--- src/dtc_pkg.sv ---
// dtc_pkg: constants and carrier types for the dual timer/counter block
package dtc_pkg;

  // register addresses and reset values
  localparam logic [7:0] ADDR_CTRL_FLAGS = 8'h88;
  localparam logic [7:0] ADDR_MODE_SEL = 8'h89;
  localparam logic [7:0] ADDR_CLK_SEL = 8'h8E;
  localparam logic [7:0] RST_CTRL_FLAGS = 8'h00;
  localparam logic [7:0] RST_MODE_SEL = 8'h00;
  localparam logic [7:0] RST_CLK_SEL = 8'h00;
  localparam logic [7:0] CLK_SEL_MASK = 8'h1B;
  localparam logic [7:0] READ_NONE = 8'h00;

  // timer modes
  localparam logic [1:0] MODE_13 = 2'h0;
  localparam logic [1:0] MODE_16 = 2'h1;
  localparam logic [1:0] MODE_8RL = 2'h2;
  localparam logic [1:0] MODE_SPLIT = 2'h3;

  // prescale choices and terminal counts (divide minus one)
  localparam logic [1:0] PS_DIV12 = 2'h0;
  localparam logic [1:0] PS_DIV4 = 2'h1;
  localparam logic [1:0] PS_DIV48 = 2'h2;
  localparam logic [1:0] PS_EXT8 = 2'h3;
  localparam logic [5:0] TERM_DIV12 = 6'h0B;
  localparam logic [5:0] TERM_DIV4 = 6'h03;
  localparam logic [5:0] TERM_DIV48 = 6'h2F;
  localparam logic [2:0] TERM_EXT8 = 3'h7;

  // count limits
  localparam logic [7:0] BYTE_MAX = 8'hFF;
  localparam logic [12:0] CNT13_MAX = 13'h1FFF;
  localparam logic [15:0] CNT16_MAX = 16'hFFFF;

  // timer byte load selects
  localparam logic [1:0] SEL_T0_LO = 2'h0;
  localparam logic [1:0] SEL_T0_HI = 2'h1;
  localparam logic [1:0] SEL_T1_LO = 2'h2;
  localparam logic [1:0] SEL_T1_HI = 2'h3;

  // pin positions inside the synchroniser vectors
  localparam int PIN_T0 = 0;
  localparam int PIN_T1 = 1;
  localparam int PIN_FIRST_EXT_IRQ_PIN_N = 2;
  localparam int PIN_SECOND_EXT_IRQ_PIN_N = 3;

  typedef struct packed {
    logic tf1, tr1, tf0, tr0, ie1, it1, ie0, it0;
  } dtc_ctrl_t;

  typedef struct packed {
    logic second_timer_pin_gating, ct1;
    logic [1:0] mode1;
    logic first_timer_pin_gating, ct0;
    logic [1:0] mode0;
  } dtc_mode_t;

  typedef struct packed {
    logic [2:0] unused_hi;
    logic t1m, t0m;
    logic unused_b2;
    logic [1:0] sca;
  } dtc_clk_t;

  typedef struct packed {
    logic [7:0] hi, lo;
  } dtc_pair_t;

  typedef struct packed {
    dtc_pair_t pair;
    logic ovf;
  } dtc_cnt_t;

  typedef struct packed {
    logic [7:0] addr, wdata;
    logic wr, rd;
  } dtc_sfr_req_t;

  typedef struct packed {
    logic wr;
    logic [1:0] sel;
    logic [7:0] data;
  } dtc_load_t;

  typedef struct packed {
    dtc_ctrl_t ctrl;
    dtc_mode_t mode;
    dtc_clk_t ckc;
    dtc_pair_t t0, t1;
    logic [3:0] s1, s2, s3;
    logic [2:0] ext_sync;
    logic [5:0] presc_cnt;
    logic [2:0] ext_cnt;
    logic [7:0] rdata;
    logic t1_ovf;
  } dtc_state_t;

endpackage

--- src/dtc_timer_top.sv ---
// dtc_timer_top: two counter/timers, prescaler, external interrupt flags
`timescale 1ns/1ps
module dtc_timer_top
(
  // clock and reset
  input logic clk,
  input logic rst,
  // special function register access
  input dtc_pkg::dtc_sfr_req_t sfr_req,
  output logic [7:0] sfr_rdata,
  // timer byte loads from the core
  input dtc_pkg::dtc_load_t byte_load,
  // pins, all asynchronous to clk
  input logic first_count_pin,
  input logic second_count_pin,
  input logic first_ext_irq_pin_n,
  input logic second_ext_irq_pin_n,
  input logic ext_clk_in,
  // vector acknowledges from the interrupt controller
  input logic first_timer_vector_ack,
  input logic second_timer_vector_ack,
  input logic first_ext_irq_vector_ack,
  input logic second_ext_irq_vector_ack,
  // flags and counts
  output logic first_timer_overflow_flag,
  output logic second_timer_overflow_flag,
  output logic first_ext_irq_flag,
  output logic second_ext_irq_flag,
  output dtc_pkg::dtc_pair_t first_timer_count,
  output dtc_pkg::dtc_pair_t second_timer_count,
  output logic second_timer_overflow_pulse
);

  dtc_pkg::dtc_state_t s; // registered state
  dtc_pkg::dtc_state_t next_s; // next state
  dtc_pkg::dtc_cnt_t step0; // first timer step result
  dtc_pkg::dtc_cnt_t step1; // second timer step result
  logic [3:0] fall; // falling edges of synchronised pins
  logic ext_rise; // rising edge of synchronised external clock
  logic presc_tick; // shared prescaled clock tick
  logic [5:0] presc_term; // terminal count of internal divider
  logic t0_clk, t1_clk; // timer-function clocks
  logic t0_inc, th_inc, t1_inc; // increment strobes
  logic split; // first timer in split mode
  logic ovf0, ovf_hi; // first timer low and split high overflow

  // one step of a timer pair in modes 0, 1 and 2
  function automatic dtc_pkg::dtc_cnt_t count_step
  (
    input dtc_pkg::dtc_pair_t p,
    input logic [1:0] mode
  );
    dtc_pkg::dtc_cnt_t r;
    logic [12:0] c13;
    logic [15:0] c16;
    r.pair = p;
    r.ovf = 1'b0;
    c13 = {p.hi, p.lo[4:0]};
    c16 = {p.hi, p.lo};
    case (mode)
      dtc_pkg::MODE_13:
      begin
        r.ovf = (c13 == dtc_pkg::CNT13_MAX);
        c13 = c13 + 13'h0001;
        r.pair.hi = c13[12:5];
        // upper low bits are left as they were
        r.pair.lo[4:0] = c13[4:0];
      end
      dtc_pkg::MODE_16:
      begin
        r.ovf = (c16 == dtc_pkg::CNT16_MAX);
        c16 = c16 + 16'h0001;
        r.pair = c16;
      end
      default:
      begin
        r.ovf = (p.lo == dtc_pkg::BYTE_MAX);
        r.pair.lo = r.ovf ? p.hi : p.lo + 8'h01;
      end
    endcase
    return r;
  endfunction

  // all next-state logic
  always_comb
  begin
    next_s = s;
    next_s.s1 = {second_ext_irq_pin_n, first_ext_irq_pin_n,
                 second_count_pin, first_count_pin};
    next_s.s2 = s.s1;
    next_s.s3 = s.s2;
    // s1 feeds only s2; edges come from s2 against s3
    fall = s.s3 & ~s.s2;
    next_s.ext_sync = {s.ext_sync[1:0], ext_clk_in};
    ext_rise = s.ext_sync[1] & ~s.ext_sync[2];

    unique case (s.ckc.sca)
      dtc_pkg::PS_DIV12: presc_term = dtc_pkg::TERM_DIV12;
      dtc_pkg::PS_DIV4: presc_term = dtc_pkg::TERM_DIV4;
      dtc_pkg::PS_DIV48: presc_term = dtc_pkg::TERM_DIV48;
      dtc_pkg::PS_EXT8: presc_term = dtc_pkg::TERM_DIV12;
    endcase
    if (s.ckc.sca == dtc_pkg::PS_EXT8)
    begin
      // one tick per eight external clock rises
      presc_tick = ext_rise && (s.ext_cnt == dtc_pkg::TERM_EXT8);
      next_s.presc_cnt = '0;
      if (ext_rise)
      begin
        next_s.ext_cnt = s.ext_cnt + 3'h1;
      end
    end
    else
    begin
      // >= keeps a shrunken divide from running past its end
      presc_tick = (s.presc_cnt >= presc_term);
      next_s.presc_cnt = presc_tick ? 6'h00 : s.presc_cnt + 6'h01;
      next_s.ext_cnt = '0;
    end

    t0_clk = s.ckc.t0m | presc_tick;
    t1_clk = s.ckc.t1m | presc_tick;
    split = (s.mode.mode0 == dtc_pkg::MODE_SPLIT);

    t0_inc = s.ctrl.tr0 & (~s.mode.first_timer_pin_gating | s.s2[dtc_pkg::PIN_FIRST_EXT_IRQ_PIN_N])
             & (s.mode.ct0 ? fall[dtc_pkg::PIN_T0] : t0_clk);
    // split high byte on second run bit, internal clock
    th_inc = split & s.ctrl.tr1 & t0_clk;
    // mode three stops the second timer
    if (split)
    begin
      // free running on internal clock only
      t1_inc = (s.mode.mode1 != dtc_pkg::MODE_SPLIT) & t1_clk;
    end
    else
    begin
      // same controls as the first timer
      t1_inc = (s.mode.mode1 != dtc_pkg::MODE_SPLIT) & s.ctrl.tr1
               & (~s.mode.second_timer_pin_gating | s.s2[dtc_pkg::PIN_SECOND_EXT_IRQ_PIN_N])
               & (s.mode.ct1 ? fall[dtc_pkg::PIN_T1] : t1_clk);
    end

    // first timer counting
    step0 = count_step(s.t0, s.mode.mode0);
    ovf0 = 1'b0;
    ovf_hi = 1'b0;
    if (split)
    begin
      // low byte as plain eight bit counter
      if (t0_inc)
      begin
        ovf0 = (s.t0.lo == dtc_pkg::BYTE_MAX);
        next_s.t0.lo = s.t0.lo + 8'h01;
      end
      if (th_inc)
      begin
        ovf_hi = (s.t0.hi == dtc_pkg::BYTE_MAX);
        next_s.t0.hi = s.t0.hi + 8'h01;
      end
    end
    else if (t0_inc)
    begin
      next_s.t0 = step0.pair;
      ovf0 = step0.ovf;
    end

    // second timer counting
    step1 = count_step(s.t1, s.mode.mode1);
    next_s.t1_ovf = t1_inc & step1.ovf;
    if (t1_inc)
    begin
      next_s.t1 = step1.pair;
    end

    // byte loads win over counting, run bit never clears
    if (byte_load.wr)
    begin
      unique case (byte_load.sel)
        dtc_pkg::SEL_T0_LO: next_s.t0.lo = byte_load.data;
        dtc_pkg::SEL_T0_HI: next_s.t0.hi = byte_load.data;
        dtc_pkg::SEL_T1_LO: next_s.t1.lo = byte_load.data;
        dtc_pkg::SEL_T1_HI: next_s.t1.hi = byte_load.data;
      endcase
    end

    next_s.ctrl.tf0 = s.ctrl.tf0 & ~first_timer_vector_ack;
    next_s.ctrl.tf1 = s.ctrl.tf1 & ~second_timer_vector_ack;
    next_s.ctrl.ie0 = s.ctrl.ie0 & ~(s.ctrl.it0 & first_ext_irq_vector_ack);
    next_s.ctrl.ie1 = s.ctrl.ie1 & ~(s.ctrl.it1 & second_ext_irq_vector_ack);

    // register writes
    if (sfr_req.wr)
    begin
      unique case (sfr_req.addr)
        dtc_pkg::ADDR_CTRL_FLAGS: next_s.ctrl = sfr_req.wdata;
        dtc_pkg::ADDR_MODE_SEL: next_s.mode = sfr_req.wdata;
        dtc_pkg::ADDR_CLK_SEL:
          next_s.ckc = sfr_req.wdata & dtc_pkg::CLK_SEL_MASK;
        default: ;
      endcase
    end

    // hardware sets come last so an event beats a clear
    next_s.ctrl.tf0 = next_s.ctrl.tf0 | ovf0;
    // second timer overflow sets no flag in split mode; its pulse still fires
    next_s.ctrl.tf1 = next_s.ctrl.tf1 | (split ? ovf_hi : next_s.t1_ovf);
    // type bit picks edge or level source
    if (s.ctrl.it0)
    begin
      next_s.ctrl.ie0 = next_s.ctrl.ie0 | fall[dtc_pkg::PIN_FIRST_EXT_IRQ_PIN_N];
    end
    else
    begin
      // level mode follows the inverse of the pin
      next_s.ctrl.ie0 = ~s.s2[dtc_pkg::PIN_FIRST_EXT_IRQ_PIN_N];
    end
    if (s.ctrl.it1)
    begin
      next_s.ctrl.ie1 = next_s.ctrl.ie1 | fall[dtc_pkg::PIN_SECOND_EXT_IRQ_PIN_N];
    end
    else
    begin
      next_s.ctrl.ie1 = ~s.s2[dtc_pkg::PIN_SECOND_EXT_IRQ_PIN_N];
    end

    // register reads, answered one cycle later
    if (sfr_req.rd)
    begin
      unique case (sfr_req.addr)
        dtc_pkg::ADDR_CTRL_FLAGS: next_s.rdata = s.ctrl;
        dtc_pkg::ADDR_MODE_SEL: next_s.rdata = s.mode;
        dtc_pkg::ADDR_CLK_SEL: next_s.rdata = s.ckc;
        default: next_s.rdata = dtc_pkg::READ_NONE;
      endcase
    end
  end

  // state register; reset loads constants only
  always_ff @(posedge clk or posedge rst)
  begin
    if (rst)
    begin
      s <= '0;
      s.ctrl <= dtc_pkg::RST_CTRL_FLAGS;
      s.mode <= dtc_pkg::RST_MODE_SEL;
      s.ckc <= dtc_pkg::RST_CLK_SEL;
      // idle pins sit high, so no false edge after reset
      s.s1 <= 4'hF;
      s.s2 <= 4'hF;
      s.s3 <= 4'hF;
    end
    else
    begin
      s <= next_s;
    end
  end

  // outputs straight from state flops
  assign sfr_rdata = s.rdata;
  assign first_timer_overflow_flag = s.ctrl.tf0;
  assign second_timer_overflow_flag = s.ctrl.tf1;
  assign first_ext_irq_flag = s.ctrl.ie0;
  assign second_ext_irq_flag = s.ctrl.ie1;
  assign first_timer_count = s.t0;
  assign second_timer_count = s.t1;
  assign second_timer_overflow_pulse = s.t1_ovf;

  logic quiet; // no write, load or timer vector ack this cycle
  assign quiet = ~sfr_req.wr & ~byte_load.wr & ~first_timer_vector_ack
                 & ~second_timer_vector_ack;
endmodule

--- config.mk ---
export PLATFORM = sky130hd
export DESIGN_NAME = dtc_timer_top
export DESIGN_NICKNAME = d
export VERILOG_FILES = /design/src/dtc_pkg.sv /design/src/dtc_timer_top.sv
export SDC_FILE = /design/constraint.sdc
export NUM_CORES = 1
export LEC_CHECK = 0
export ABC_CLOCK_PERIOD_IN_PS = 2820
export BUFFER_PORTS_ARGS = -buffer_cell sky130_fd_sc_hd__buf_4
export CELL_PAD_IN_SITES_DETAIL_PLACEMENT = 1
export CELL_PAD_IN_SITES_GLOBAL_PLACEMENT = 2
export CORE_MARGIN = 3
export CORE_UTILIZATION = 33
export CTS_BUF_LIST = sky130_fd_sc_hd__clkbuf_4
export DETAILED_ROUTE_END_ITERATION = 8
export GPL_ROUTABILITY_DRIVEN = 0
export PLACE_DENSITY_LB_ADDON = 0.1
export SKIP_LAST_GASP = 1
export SLEW_MARGIN = 20
export SYNTH_ARGS = -nofsm -noshare
export SYNTH_HDL_FRONTEND = slang
export SYNTH_SLANG_ARGS = --single-unit
export TNS_END_PERCENT = 10
--- constraint.sdc ---
create_clock -name clk -period 2.82 [get_ports clk]
set_clock_uncertainty 0.15 [all_clocks]
set_input_delay 0 -clock clk [delete_from_list [all_inputs] [get_ports clk]]
set_output_delay 0 -clock clk [all_outputs]
set_load 0.02 [all_outputs]
==> results by group, run 1 <==
Floorplan
  – Die area: 16710 µm²
  – Die span in x: 129.3 µm
  – Placement Rows: 44
  – Core area: 14700 µm²
  – IO Pins: 85
  – Initial core utilization: 34.11%
  – Die Y: 129.3 µm

Final layout
  – Fin util: 42.32%
  – Synth-to-layout area growth: 24.08%
  – Layout cells sized above 1: 25.87%
  – Final #Nets: 678
  – Filler cells: 1679
  – Fin cells: 819
  – Design area: 6221 µm²

Clocking
  – Clk buf depth: 2
  – Clk root buf: clkbuf_4
  – Sink Count: 85
  – Later-pin clock latency in the skew report: 0.47 ns
  – Num CTS Buffers: 9
  – H-tree levels: 3
  – Clock transition at the registers of the reported paths: 0.14 ns
  – CTS tree: built

Yosys
  – Yosys reg bits: 85
  – Number of flops mapped to enable cells by yosys: 0
  – Top-count cell post-synth: dfrtp_1
  – Ys async rst share: 100.0%
  – Seq/Total Area, Yosys: 42.73%
  – Post-synth top area share: 36.44%
  – Mapped Cells: 535
  – Mapped Area: 5014 µm²
  – Mean Syn Cell Area: 9.371 µm²
  – Top FF cell, synth: dfrtp_1
  – Syn Nets: 584
  – Synth top area cells: dfrtp_1, dfstp_2, buf_4
  – Yosys top cell by area: dfrtp_1
  – Synth cell types: 67
  – Commonest cells in the netlist: dfrtp_1, nand2_1, buf_4, nor2_1, o21ai_0
  – Yosys Warn Count: 0

Drt
  – WL final: 15430 µm
  – Pre-Repair DR Iteration Count: 4
  – First DRT Iteration DRCs: 225
  – Vias per Instance: 5.319
  – DRC Markers: 0
  – Via count: 4356
  – Antenna Nets Post-Route: 0
  – Routed length per instance: 18.84 µm

Global route
  – GRT met1 Usage: 26.58%
  – GRT Util Overall: 19.17%
  – First-pass GRT wire length: 24850 µm
  – Initial antenna violation count: 1
  – Pin count of the biggest net entering global routing: 50
  – Grt met2 use: 30.98%
  – GR Layer Usage met3: 3.957%
  – Grt ovf: 0
  – Vias in the first global route: 4521
  – Most Crowded Layer GR: met2

Place
  – DP Cell Count: 756
  – Area after DPL: 5610 µm²
  – Worst slack, placed: 0.1083 ns
  – HPWL Detailed: 11320 µm
  – IO Port Bufs: 84

Timing
  – Final worst-path setup slack: 0.1257 ns
  – Pins over their slew limit: 0
  – Setup_tns: 0 ns
  – Fin crit share: 95.54%
  – Setup violators final: 0
  – Max_slew headroom: 48.36%
  – Min Clock Period, post-route: 2.694 ns
  – RSZ-0062 raised after global routing: true
  – WHS: 0.1604 ns
  – Fmax: 0.3712 GHz
  – Final hold vios: 0
  – Worst Tran Pin Value: 0.7717 ns

Setup path
  – RR Endpoint: first_timer_count[15]$_DFF_PP0_
  – CP max stage delay: 0.49 ns
  – Setup crit start kind: flop
  – Crit path max fanout: 6
  – Top delay family on crit path: compound AO/OA/AOI/OAI gates
  – Worst Reg-to-Reg Cells: 8
  – Crit path kind: reg2reg
  – Worst Setup End Kind: flop
  – CP dominant cell by count: a31oi_1
  – Slowest CP cell: or4_1
  – CP required: 3.06 ns
  – Reg-to-Reg Start: s[65]$_DFFE_PP0P_
  – Critical path launch point: s[65]$_DFFE_PP0P_
  – R2r setup slk: 0.13 ns
  – CP bufs+invs: 0
  – CP Cell Sequence: nand2b_1, ha_1, nand2_1, o2111ai_1, o2111a_1, a31oi_1, or4_1, a31oi_1
  – CP arrival: 2.94 ns

Min path
  – Worst hold endpoint: s[83]$_DFFE_PP0P_
  – Worst min path class: in2reg
  – Worst Hold Depth: 4
  – Hold_sp: sfr_req[4]

Run
  – Max-cap violation count: 0

Power
  – Net switching power: 1.430 mW
  – Sw frac: 38.66%
  – Power Dens Cells: 594.3 nW/µm²
  – P_int: 2.268 mW
  – Max IR drop VDD: 0.3573 mV
  – Clock share of power: 20.3%
  – Pwr Total: 3.697 mW
  – Leakage: 2.616 nW
  – Seq pwr share: 44.2%
  – Comb pwr share: 35.5%

Status
  – Status: finished clean
-- area by class of cell --
| type | count | area, µm² | share of cell area (%) |
|---|---|---|---|
| Tap cell | 184 | 230.2 | 3.701 |
| Clock buffer | 9 | 67.56 | 1.086 |
| Timing Repair Buffer | 146 | 1224 | 19.67 |
| Antenna cell | 1 | 2.502 | 0.04023 |
| Clock inverter | 7 | 75.07 | 1.207 |
| Sequential cell | 85 | 2142 | 34.43 |
| Multi-Input combinational cell | 374 | 2430 | 39.06 |
| Inverter | 13 | 50.05 | 0.8045 |
-- what timing repair did --
item,in CTS,in global routing
hold buffers,46,0
hold endpoints to repair,147,0
resized for setup,0,1
setup endpoints to repair,0,10
buffers inserted,0,0
-- state kept, by name, summed over array words and instances (netlist names) --
name and flops:
first_ext_irq_flag 1, first_timer_count 16, first_timer_overflow_flag 1, next_s 10, s 30, second_ext_irq_flag 1
second_timer_count 16, second_timer_overflow_flag 1, second_timer_overflow_pulse 1, sfr_rdata 8
-- power groups by stage --
stage	Sequential [mW]	Clock, mW	Combinational [mW]
5_1_grt	1.67	0.831	1.46
3_3_place_gp	1.65	0	1.24
2_1_floorplan	1.58	0	0.977
4_1_cts	1.64	0.786	1.32
3_5_place_dp	1.66	0	1.27
6_report	1.64	0.750	1.31
-- logic make-up (layout without fill, tap and decap cells) --
kind of cell             Yosys count  count (layout)  share of synthesized area (%)
other                              0               1                              0
flip-flops                        85              85                          42.73
XOR/XNOR                          20              20                          3.494
adder cells (fa/ha/maj)            9               9                          2.246
buffers and inverters             76             175                          8.909
AO/OA/AOI/OAI                    123             123                          16.85
multiplexers                      27              27                          5.965
AND/OR/NAND/NOR                  195             195                          19.82
-- cells in the final DEF, fill, tap and decap left out, types with 3 or more instances in the layout --
master and count:
xor2_1 9, clkbuf_4 9, a211o_1 5, dfstp_2 12, nand2b_1 6, nand3b_1 4, and4_1 3, ha_1 9
dfrtp_1 73, o31ai_1 5, a31oi_1 10, o311ai_0 3, and2_1 4, xnor2_1 11, nor4_1 5, nor3b_1 5
or3_1 3, dlygate4sd3_1 46, inv_1 12, nand3_1 21, a21oi_1 20, and3_1 10, a211oi_1 4, nor3_1 11
mux2_2 19, a22oi_1 7, nand4_1 7, nor2b_1 5, nor2_1 40, mux2i_1 7, o211ai_1 6, o2111ai_1 4
nand2_1 57, buf_4 99, o21ai_0 33
-- layer usage --
layer | vias to the layer above | share of wire, %
met5 | - | 0
met1 | 2174 | 48
met2 | 82 | 47
li1 | 2087 | -
met3 | 13 | 3.6
met4 | 0 | 0.75
-- worst max path at each step --
| stage | to | slack, ns | depth (start not counted) |
|---|---|---|---|
| after floorplan | first_timer_count[0]$_DFF_PP0_ | 0.16 | 9 |
| after global placement | first_timer_count[1]$_DFF_PP0_ | 0.20 | 7 |
| after detailed placement | first_timer_count[15]$_DFF_PP0_ | 0.11 | 8 |
| after CTS | second_timer_count[3]$_DFF_PP0_ | 0.09 | 9 |
| after global routing | first_timer_count[15]$_DFF_PP0_ | -0.10 | 8 |
| final | first_timer_count[15]$_DFF_PP0_ | 0.13 | 8 |
-- worst min-delay path, cell delays in order --
cell,delay [ns]
dlygate4sd3_1,0.53
buf_4,0.11
nand2_1,0.04
o21ai_0,0.07
Note: power is estimated with default switching activity, not from simulation.
==> run 2, diff against run 1 <==
--- a/config.mk
+++ b/config.mk
@@ -14,7 +14,7 @@
 export CTS_BUF_LIST = sky130_fd_sc_hd__clkbuf_4
 export DETAILED_ROUTE_END_ITERATION = 8
 export GPL_ROUTABILITY_DRIVEN = 0
-export PLACE_DENSITY_LB_ADDON = 0.1
+export PLACE_DENSITY = 0.83
 export SKIP_LAST_GASP = 1
 export SLEW_MARGIN = 20
 export SYNTH_ARGS = -nofsm -noshare
==> constraint.sdc (replaced) <==
create_clock -name clk -period 2.82 [get_ports clk]
set_clock_uncertainty 0.15 [all_clocks]
set_input_delay 0.423 -clock clk [delete_from_list [all_inputs] [get_ports clk]]
set_output_delay 0.423 -clock clk [all_outputs]
set_load 0.02 [all_outputs]
==> results by group, run 2 (same netlist as run 1, synthesis figures left out) <==
Clocking
  – Sink Count: 85 (unchanged)
  – CTS tree: built (unchanged)
  – Clk buf depth: 2 (unchanged)
  – Later-pin clock latency in the skew report: 0.47 ns (about the same)
  – Post-CTS Setup Bufs: 0 (unchanged)
  – Clock transition at the registers of the reported paths: 0.15 ns (was 0.14 ns)
  – Clk root buf: clkbuf_4 (unchanged)
  – H-tree levels: 3 (unchanged)
  – Num CTS Buffers: 9 (unchanged)

Final layout
  – Design area: 5821 µm² (was 6221 µm²)
  – Most common cell after layout, fill and taps aside: buf_4 (unchanged)
  – Layout cells sized above 1: 27.61% (was 25.87%)
  – Synth-to-layout area growth: 16.10% (was 24.08%)
  – Final #Nets: 638 (was 678)
  – Commonest cells after routing, fill and taps aside: buf_4, dfrtp_1, nand2_1 (unchanged)
  – Fin util: 39.60% (was 42.32%)
  – Biggest register: s (unchanged)
  – Max FFs per register: 30 (unchanged)

Timing
  – RSZ-0062 raised after global routing: false (was true)
  – Pins over their slew limit: 0 (unchanged)
  – Setup violators final: 0 (unchanged)
  – Max_slew headroom: 50.18% (was 48.36%)
  – Fin crit share: 94.57% (was 95.54%)
  – Final worst-path setup slack: 0.1531 ns (was 0.1257 ns)
  – Min Clock Period, post-route: 2.667 ns (was 2.694 ns)
  – Fmax: 0.3750 GHz (was 0.3712 GHz)
  – Worst Tran Pin Value: 0.7445 ns (was 0.7717 ns)
  – Setup_tns: 0 ns (unchanged)
  – Final hold vios: 0 (unchanged)

Global route
  – First-pass GRT wire length: 23600 µm (was 24850 µm)
  – Initial antenna violation count: 0 (was 1)
  – Pin count of the biggest net entering global routing: 40 (was 50)
  – Vias in the first global route: 4450 (was 4521)
  – Grt ovf: 0 (unchanged)
  – GRT Util Overall: 17.90% (was 19.17%)

Power
  – Max IR drop VDD: 0.2348 mV (was 0.3573 mV)
  – Power Dens Cells: 630.0 nW/µm² (was 594.3 nW/µm²)
  – Pwr Total: 3.667 mW (was 3.697 mW)
  – Leakage: 2.462 nW (was 2.616 nW)

Floorplan
  – IO Pins: 85 (unchanged)
  – Initial core utilization: 34.11% (unchanged)
  – Core area: 14700 µm² (unchanged)
  – Placement Rows: 44 (unchanged)
  – Die Y: 129.3 µm (unchanged)
  – Die span in x: 129.3 µm (unchanged)
  – Die area: 16710 µm² (unchanged)

Drt
  – Vias per Instance: 5.430 (was 5.319)
  – First DRT Iteration DRCs: 233 (was 225)
  – Antenna Nets Post-Route: 0 (unchanged)
  – DRC Markers: 0 (unchanged)
  – Via count: 4230 (was 4356)
  – Pre-Repair DR Iteration Count: 4 (unchanged)
  – Routed length per instance: 18.88 µm (was 18.84 µm)
  – WL final: 14710 µm (was 15430 µm)

Place
  – IO Port Bufs: 84 (unchanged)
  – HPWL Detailed: 11110 µm (was 11320 µm)
  – Worst slack, placed: 0.1610 ns (was 0.1083 ns)
  – Area after DPL: 5603 µm² (was 5610 µm²)

Setup path
  – CP arrival: 2.92 ns (was 2.94 ns)
  – CP required: 3.07 ns (was 3.06 ns)
  – Crit path kind: reg2reg (unchanged)
  – Setup crit start kind: flop (unchanged)
  – Worst Setup End Kind: flop (unchanged)
  – Crit path max fanout: 6 (unchanged)

Run
  – Max-cap violation count: 0 (unchanged)

Min path
  – Worst min path class: in2reg (unchanged)

Status
  – Status: finished clean (unchanged)
run 2: area by class of cell:
type | count | area (µm²)
clock buffers | 10 | 75.07
fillers | 1687 | 8879
inverters | 13 | 50.05
flip-flops and latches | 85 | 2142
well taps | 184 | 230.2
diodes | 1 | 2.502
clock inverters | 6 | 68.82
multi-input cells | 374 | 2426
repair buffers | 106 | 825.8
run 2: final timing paths:
check,from,end,depth (start not counted),slack (ns)
max,s[65]$_DFFE_PP0P_,first_timer_count[13]$_DFF_PP0_,9,0.15
min reg2reg,next_s[22]$_DFF_PP1_,s[22]$_DFF_PP1_,0,0.21
min,sfr_req[4],s[83]$_DFFE_PP0P_,3,0.03
min in group asynchronous,rst,s[12]$_DFF_PP0_,3,0.36
max in group asynchronous,rst,first_timer_count[13]$_DFF_PP0_,4,1.47
max reg2reg,s[65]$_DFFE_PP0P_,first_timer_count[13]$_DFF_PP0_,9,0.15
run 2: worst max-delay path, stage by stage, from the launching register on:
cell and delay (ns):
dfrtp_1 0.48, nand2b_1 0.21, ha_1 0.33, nand2_1 0.11
o2111ai_1 0.28, o2111a_2 0.31, a31oi_1 0.08, buf_4 0.17
or4_1 0.40, nand3_1 0.09
run 2: what timing repair did:
action / CTS / global route
gates resized for setup: 0 / 1
endpoints found under the hold margin: 28 / 0
hold buffers: 7 / 0
endpoints found under the setup margin: 0 / 3
run 2: report_power, final:
part           internal [mW]  switching (mW)  leakage [nW]
sequential              1.39           0.245          1.04
combinational          0.560           0.698          1.35
clock                  0.287           0.482        0.0774
run 2: per-stage QoR:
step,instances,hold WS [ns]
final,779,0.03420
after global routing,778,0.01334
after CTS,778,0.007269
after detailed placement,755,0.1856
after global placement,755,0.1856
after floorplan,535,0.1812
run 2: routing by layer:
metal	part of all wire, %	vias up	track usage [%]
met5	0	-	0
met4	1.0	0	4.571
met3	4.1	14	3.298
met2	47	79	28.72
met1	48	2131	25.08
li1	-	2006	-
==> run 3, diff against run 2 <==
--- a/config.mk
+++ b/config.mk
@@ -15,6 +15,7 @@
 export DETAILED_ROUTE_END_ITERATION = 8
 export GPL_ROUTABILITY_DRIVEN = 0
 export PLACE_DENSITY = 0.83
+export REMOVE_ABC_BUFFERS = 1
 export SKIP_LAST_GASP = 1
 export SLEW_MARGIN = 20
 export SYNTH_ARGS = -nofsm -noshare
==> results by group, run 3 (same netlist as run 1, synthesis figures left out) <==
Place
  – IO Port Bufs: 84 (unchanged)
  – DP Cell Count: 755 (unchanged)
  – HPWL Detailed: 11250 µm (was 11110 µm)

Final layout
  – Filler cells: 1694 (was 1687)
  – Final #Nets: 639 (was 638)
  – Max FFs per register: 30 (unchanged)
  – Layout cells sized above 1: 27.56% (was 27.61%)
  – Fin cells: 779 (unchanged)
  – Multi-input logic area: 2425 µm² (was 2426 µm²)
  – Biggest register: s (unchanged)
  – Commonest cells after routing, fill and taps aside: buf_4, dfrtp_1, nand2_1 (unchanged)
  – Synth-to-layout area growth: 16.87% (was 16.10%)
  – FF+latch area: 2142 µm² (unchanged)
  – Most common cell after layout, fill and taps aside: buf_4 (unchanged)
  – Diodes inserted: 0 (was 1)

Floorplan
  – Placement Rows: 44 (unchanged)
  – Initial core utilization: 34.11% (unchanged)
  – Core area: 14700 µm² (unchanged)
  – IO Pins: 85 (unchanged)
  – Die Y: 129.3 µm (unchanged)
  – Die area: 16710 µm² (unchanged)
  – Die span in x: 129.3 µm (unchanged)

Timing
  – Pins over their slew limit: 0 (unchanged)
  – Setup_tns: 0 ns (unchanged)
  – Fin crit share: 95.45% (was 94.57%)
  – Setup violators final: 0 (unchanged)
  – Max_slew headroom: 45.13% (was 50.18%)
  – Worst Tran Pin Value: 0.8201 ns (was 0.7445 ns)
  – Final hold vios: 0 (unchanged)
  – Fmax: 0.3715 GHz (was 0.3750 GHz)
  – WHS: 0.02717 ns (was 0.03420 ns)
  – Min Clock Period, post-route: 2.692 ns (was 2.667 ns)
  – RSZ-0062 raised after global routing: true (was false)

Clocking
  – Num CTS Buffers: 9 (unchanged)
  – Clock transition at the registers of the reported paths: 0.14 ns (was 0.15 ns)
  – H-tree levels: 3 (unchanged)
  – Clk root buf: clkbuf_4 (unchanged)
  – Sink Count: 85 (unchanged)
  – Clk buf depth: 2 (unchanged)
  – Later-pin clock latency in the skew report: 0.47 ns (about the same)
  – CTS tree: built (unchanged)

Drt
  – Routed length per instance: 19.08 µm (was 18.88 µm)
  – DRC Markers: 0 (unchanged)
  – Via count: 4208 (was 4230)
  – Vias per Instance: 5.402 (was 5.430)
  – WL final: 14860 µm (was 14710 µm)
  – First DRT Iteration DRCs: 265 (was 233)
  – Pre-Repair DR Iteration Count: 4 (unchanged)
  – Antenna Nets Post-Route: 0 (unchanged)

Status
  – Status: finished clean (unchanged)

Run
  – Max-cap violation count: 0 (unchanged)

Setup path
  – CP max stage delay: 0.47 ns (was 0.48 ns)
  – Slowest CP cell: dfrtp_1 (unchanged)
  – Crit path max fanout: 8 (was 6)
  – Crit path kind: reg2reg (unchanged)
  – CP arrival: 2.91 ns (was 2.92 ns)
  – CP required: 3.04 ns (was 3.07 ns)
  – Setup crit start kind: flop (unchanged)
  – Worst Setup End Kind: flop (unchanged)
  – CP Cell Sequence: nand2b_1, ha_1, a21oi_2, o211ai_4, a211o_1, buf_4, nand2_1, a211oi_1, o31ai_1 (was nand2b_1, ha_1, nand2_1, o2111ai_1, o2111a_2, a31oi_1, buf_4, or4_1, nand3_1)

Global route
  – First-pass GRT wire length: 23870 µm (was 23600 µm)
  – Vias in the first global route: 4404 (was 4450)
  – Pin count of the biggest net entering global routing: 37 (was 40)
  – Initial antenna violation count: 0 (unchanged)
  – Grt ovf: 0 (unchanged)
  – GRT Util Overall: 18.19% (was 17.90%)

Power
  – Pwr Total: 3.814 mW (was 3.667 mW)
  – Power Dens Cells: 651.0 nW/µm² (was 630.0 nW/µm²)
  – Max IR drop VDD: 0.2390 mV (was 0.2348 mV)
  – Leakage: 2.489 nW (was 2.462 nW)

Min path
  – Worst min path class: in2reg (unchanged)
==> run 3: cell count changes in the layout (fill, tap and decap cells not counted), sizes merged <==
cell	delta
buf	+2
bufinv	+2
clkbuf	+1
clkinvlp	-1
diode	-1
dlygate4sd3	-1
inv	-2
==> run 3: cell type report <==
type / count / area share, %
Multi-Input combinational cell: 374 / 41.38
Clock buffer: 11 / 1.409
Inverter: 13 / 0.8542
Timing Repair Buffer: 107 / 14.18
Clock inverter: 5 / 1.687
Tap cell: 184 / 3.929
Sequential cell: 85 / 36.56
==> run 3: path summary, 6_finish.rpt <==
| check | startpoint | endpoint | slack (ns) | cells after the start |
|---|---|---|---|---|
| hold reg to reg | next_s[28]$_DFF_PP1_ | next_s[24]$_DFF_PP1_ | 0.22 | 0 |
| setup reg to reg | s[65]$_DFFE_PP0P_ | first_timer_count[2]$_DFF_PP0_ | 0.13 | 9 |
| hold / removal | sfr_req[7] | first_timer_overflow_flag$_DFF_PP0_ | 0.03 | 3 |
| setup / recovery | s[65]$_DFFE_PP0P_ | first_timer_count[2]$_DFF_PP0_ | 0.13 | 9 |
| min in group asynchronous | rst | next_s[19]$_DFF_PP0_ | 0.43 | 3 |
| max in group asynchronous | rst | next_s[22]$_DFF_PP1_ | 1.39 | 4 |
==> run 3: critical path: cells and delay by family, from the launching register on <==
family / cells / cell delay (ns)
fa+ha+maj: 1 / 0.31
buf+inv: 1 / 0.17
flops: 1 / 0.47
simple gates: 2 / 0.41
compound gates: 5 / 1.09
==> run 3: power by group <==
group	switching [mW]	internal, mW	total (mW)	leakage [nW]
Clock	0.440	0.465	0.904	0.0985
Combinational	0.692	0.570	1.26	1.36
Sequential	0.254	1.39	1.65	1.04
Total	1.39	2.43	3.81	2.49
==> run 3: what timing repair did <==
action	in CTS	in global routing
cloned	0	0
hold buffers	6	0
setup buffers	1	1
setup endpoints to repair	1	13
endpoints found under the hold margin	31	0
pin swaps	1	1
resized for setup	0	1
==> run 3: per-stage QoR <==
step           worst slack, ns  instance area (µm²)  utilization [%]
6_report                0.1284                 5859            39.86
5_1_grt               -0.05116                 5859            39.86
4_1_cts                0.05266                 5852            39.81
3_5_place_dp          0.004213                 5603            38.12
3_3_place_gp            0.1913                 5603            38.12
2_1_floorplan          0.07336                 4616                -
==> run 3: layer usage <==
| layer | wire length, µm | global-route usage, % | part of all wire, % | up-vias |
|---|---|---|---|---|
| li1 | - | - | - | 1999 |
| met2 | 7296 | 30.34 | 49 | 94 |
| met5 | 0 | 0 | 0 | - |
| met3 | 548 | 3.462 | 3.7 | 20 |
| met1 | 6782 | 24.21 | 46 | 2095 |
| met4 | 235 | 5.127 | 1.6 | 0 |
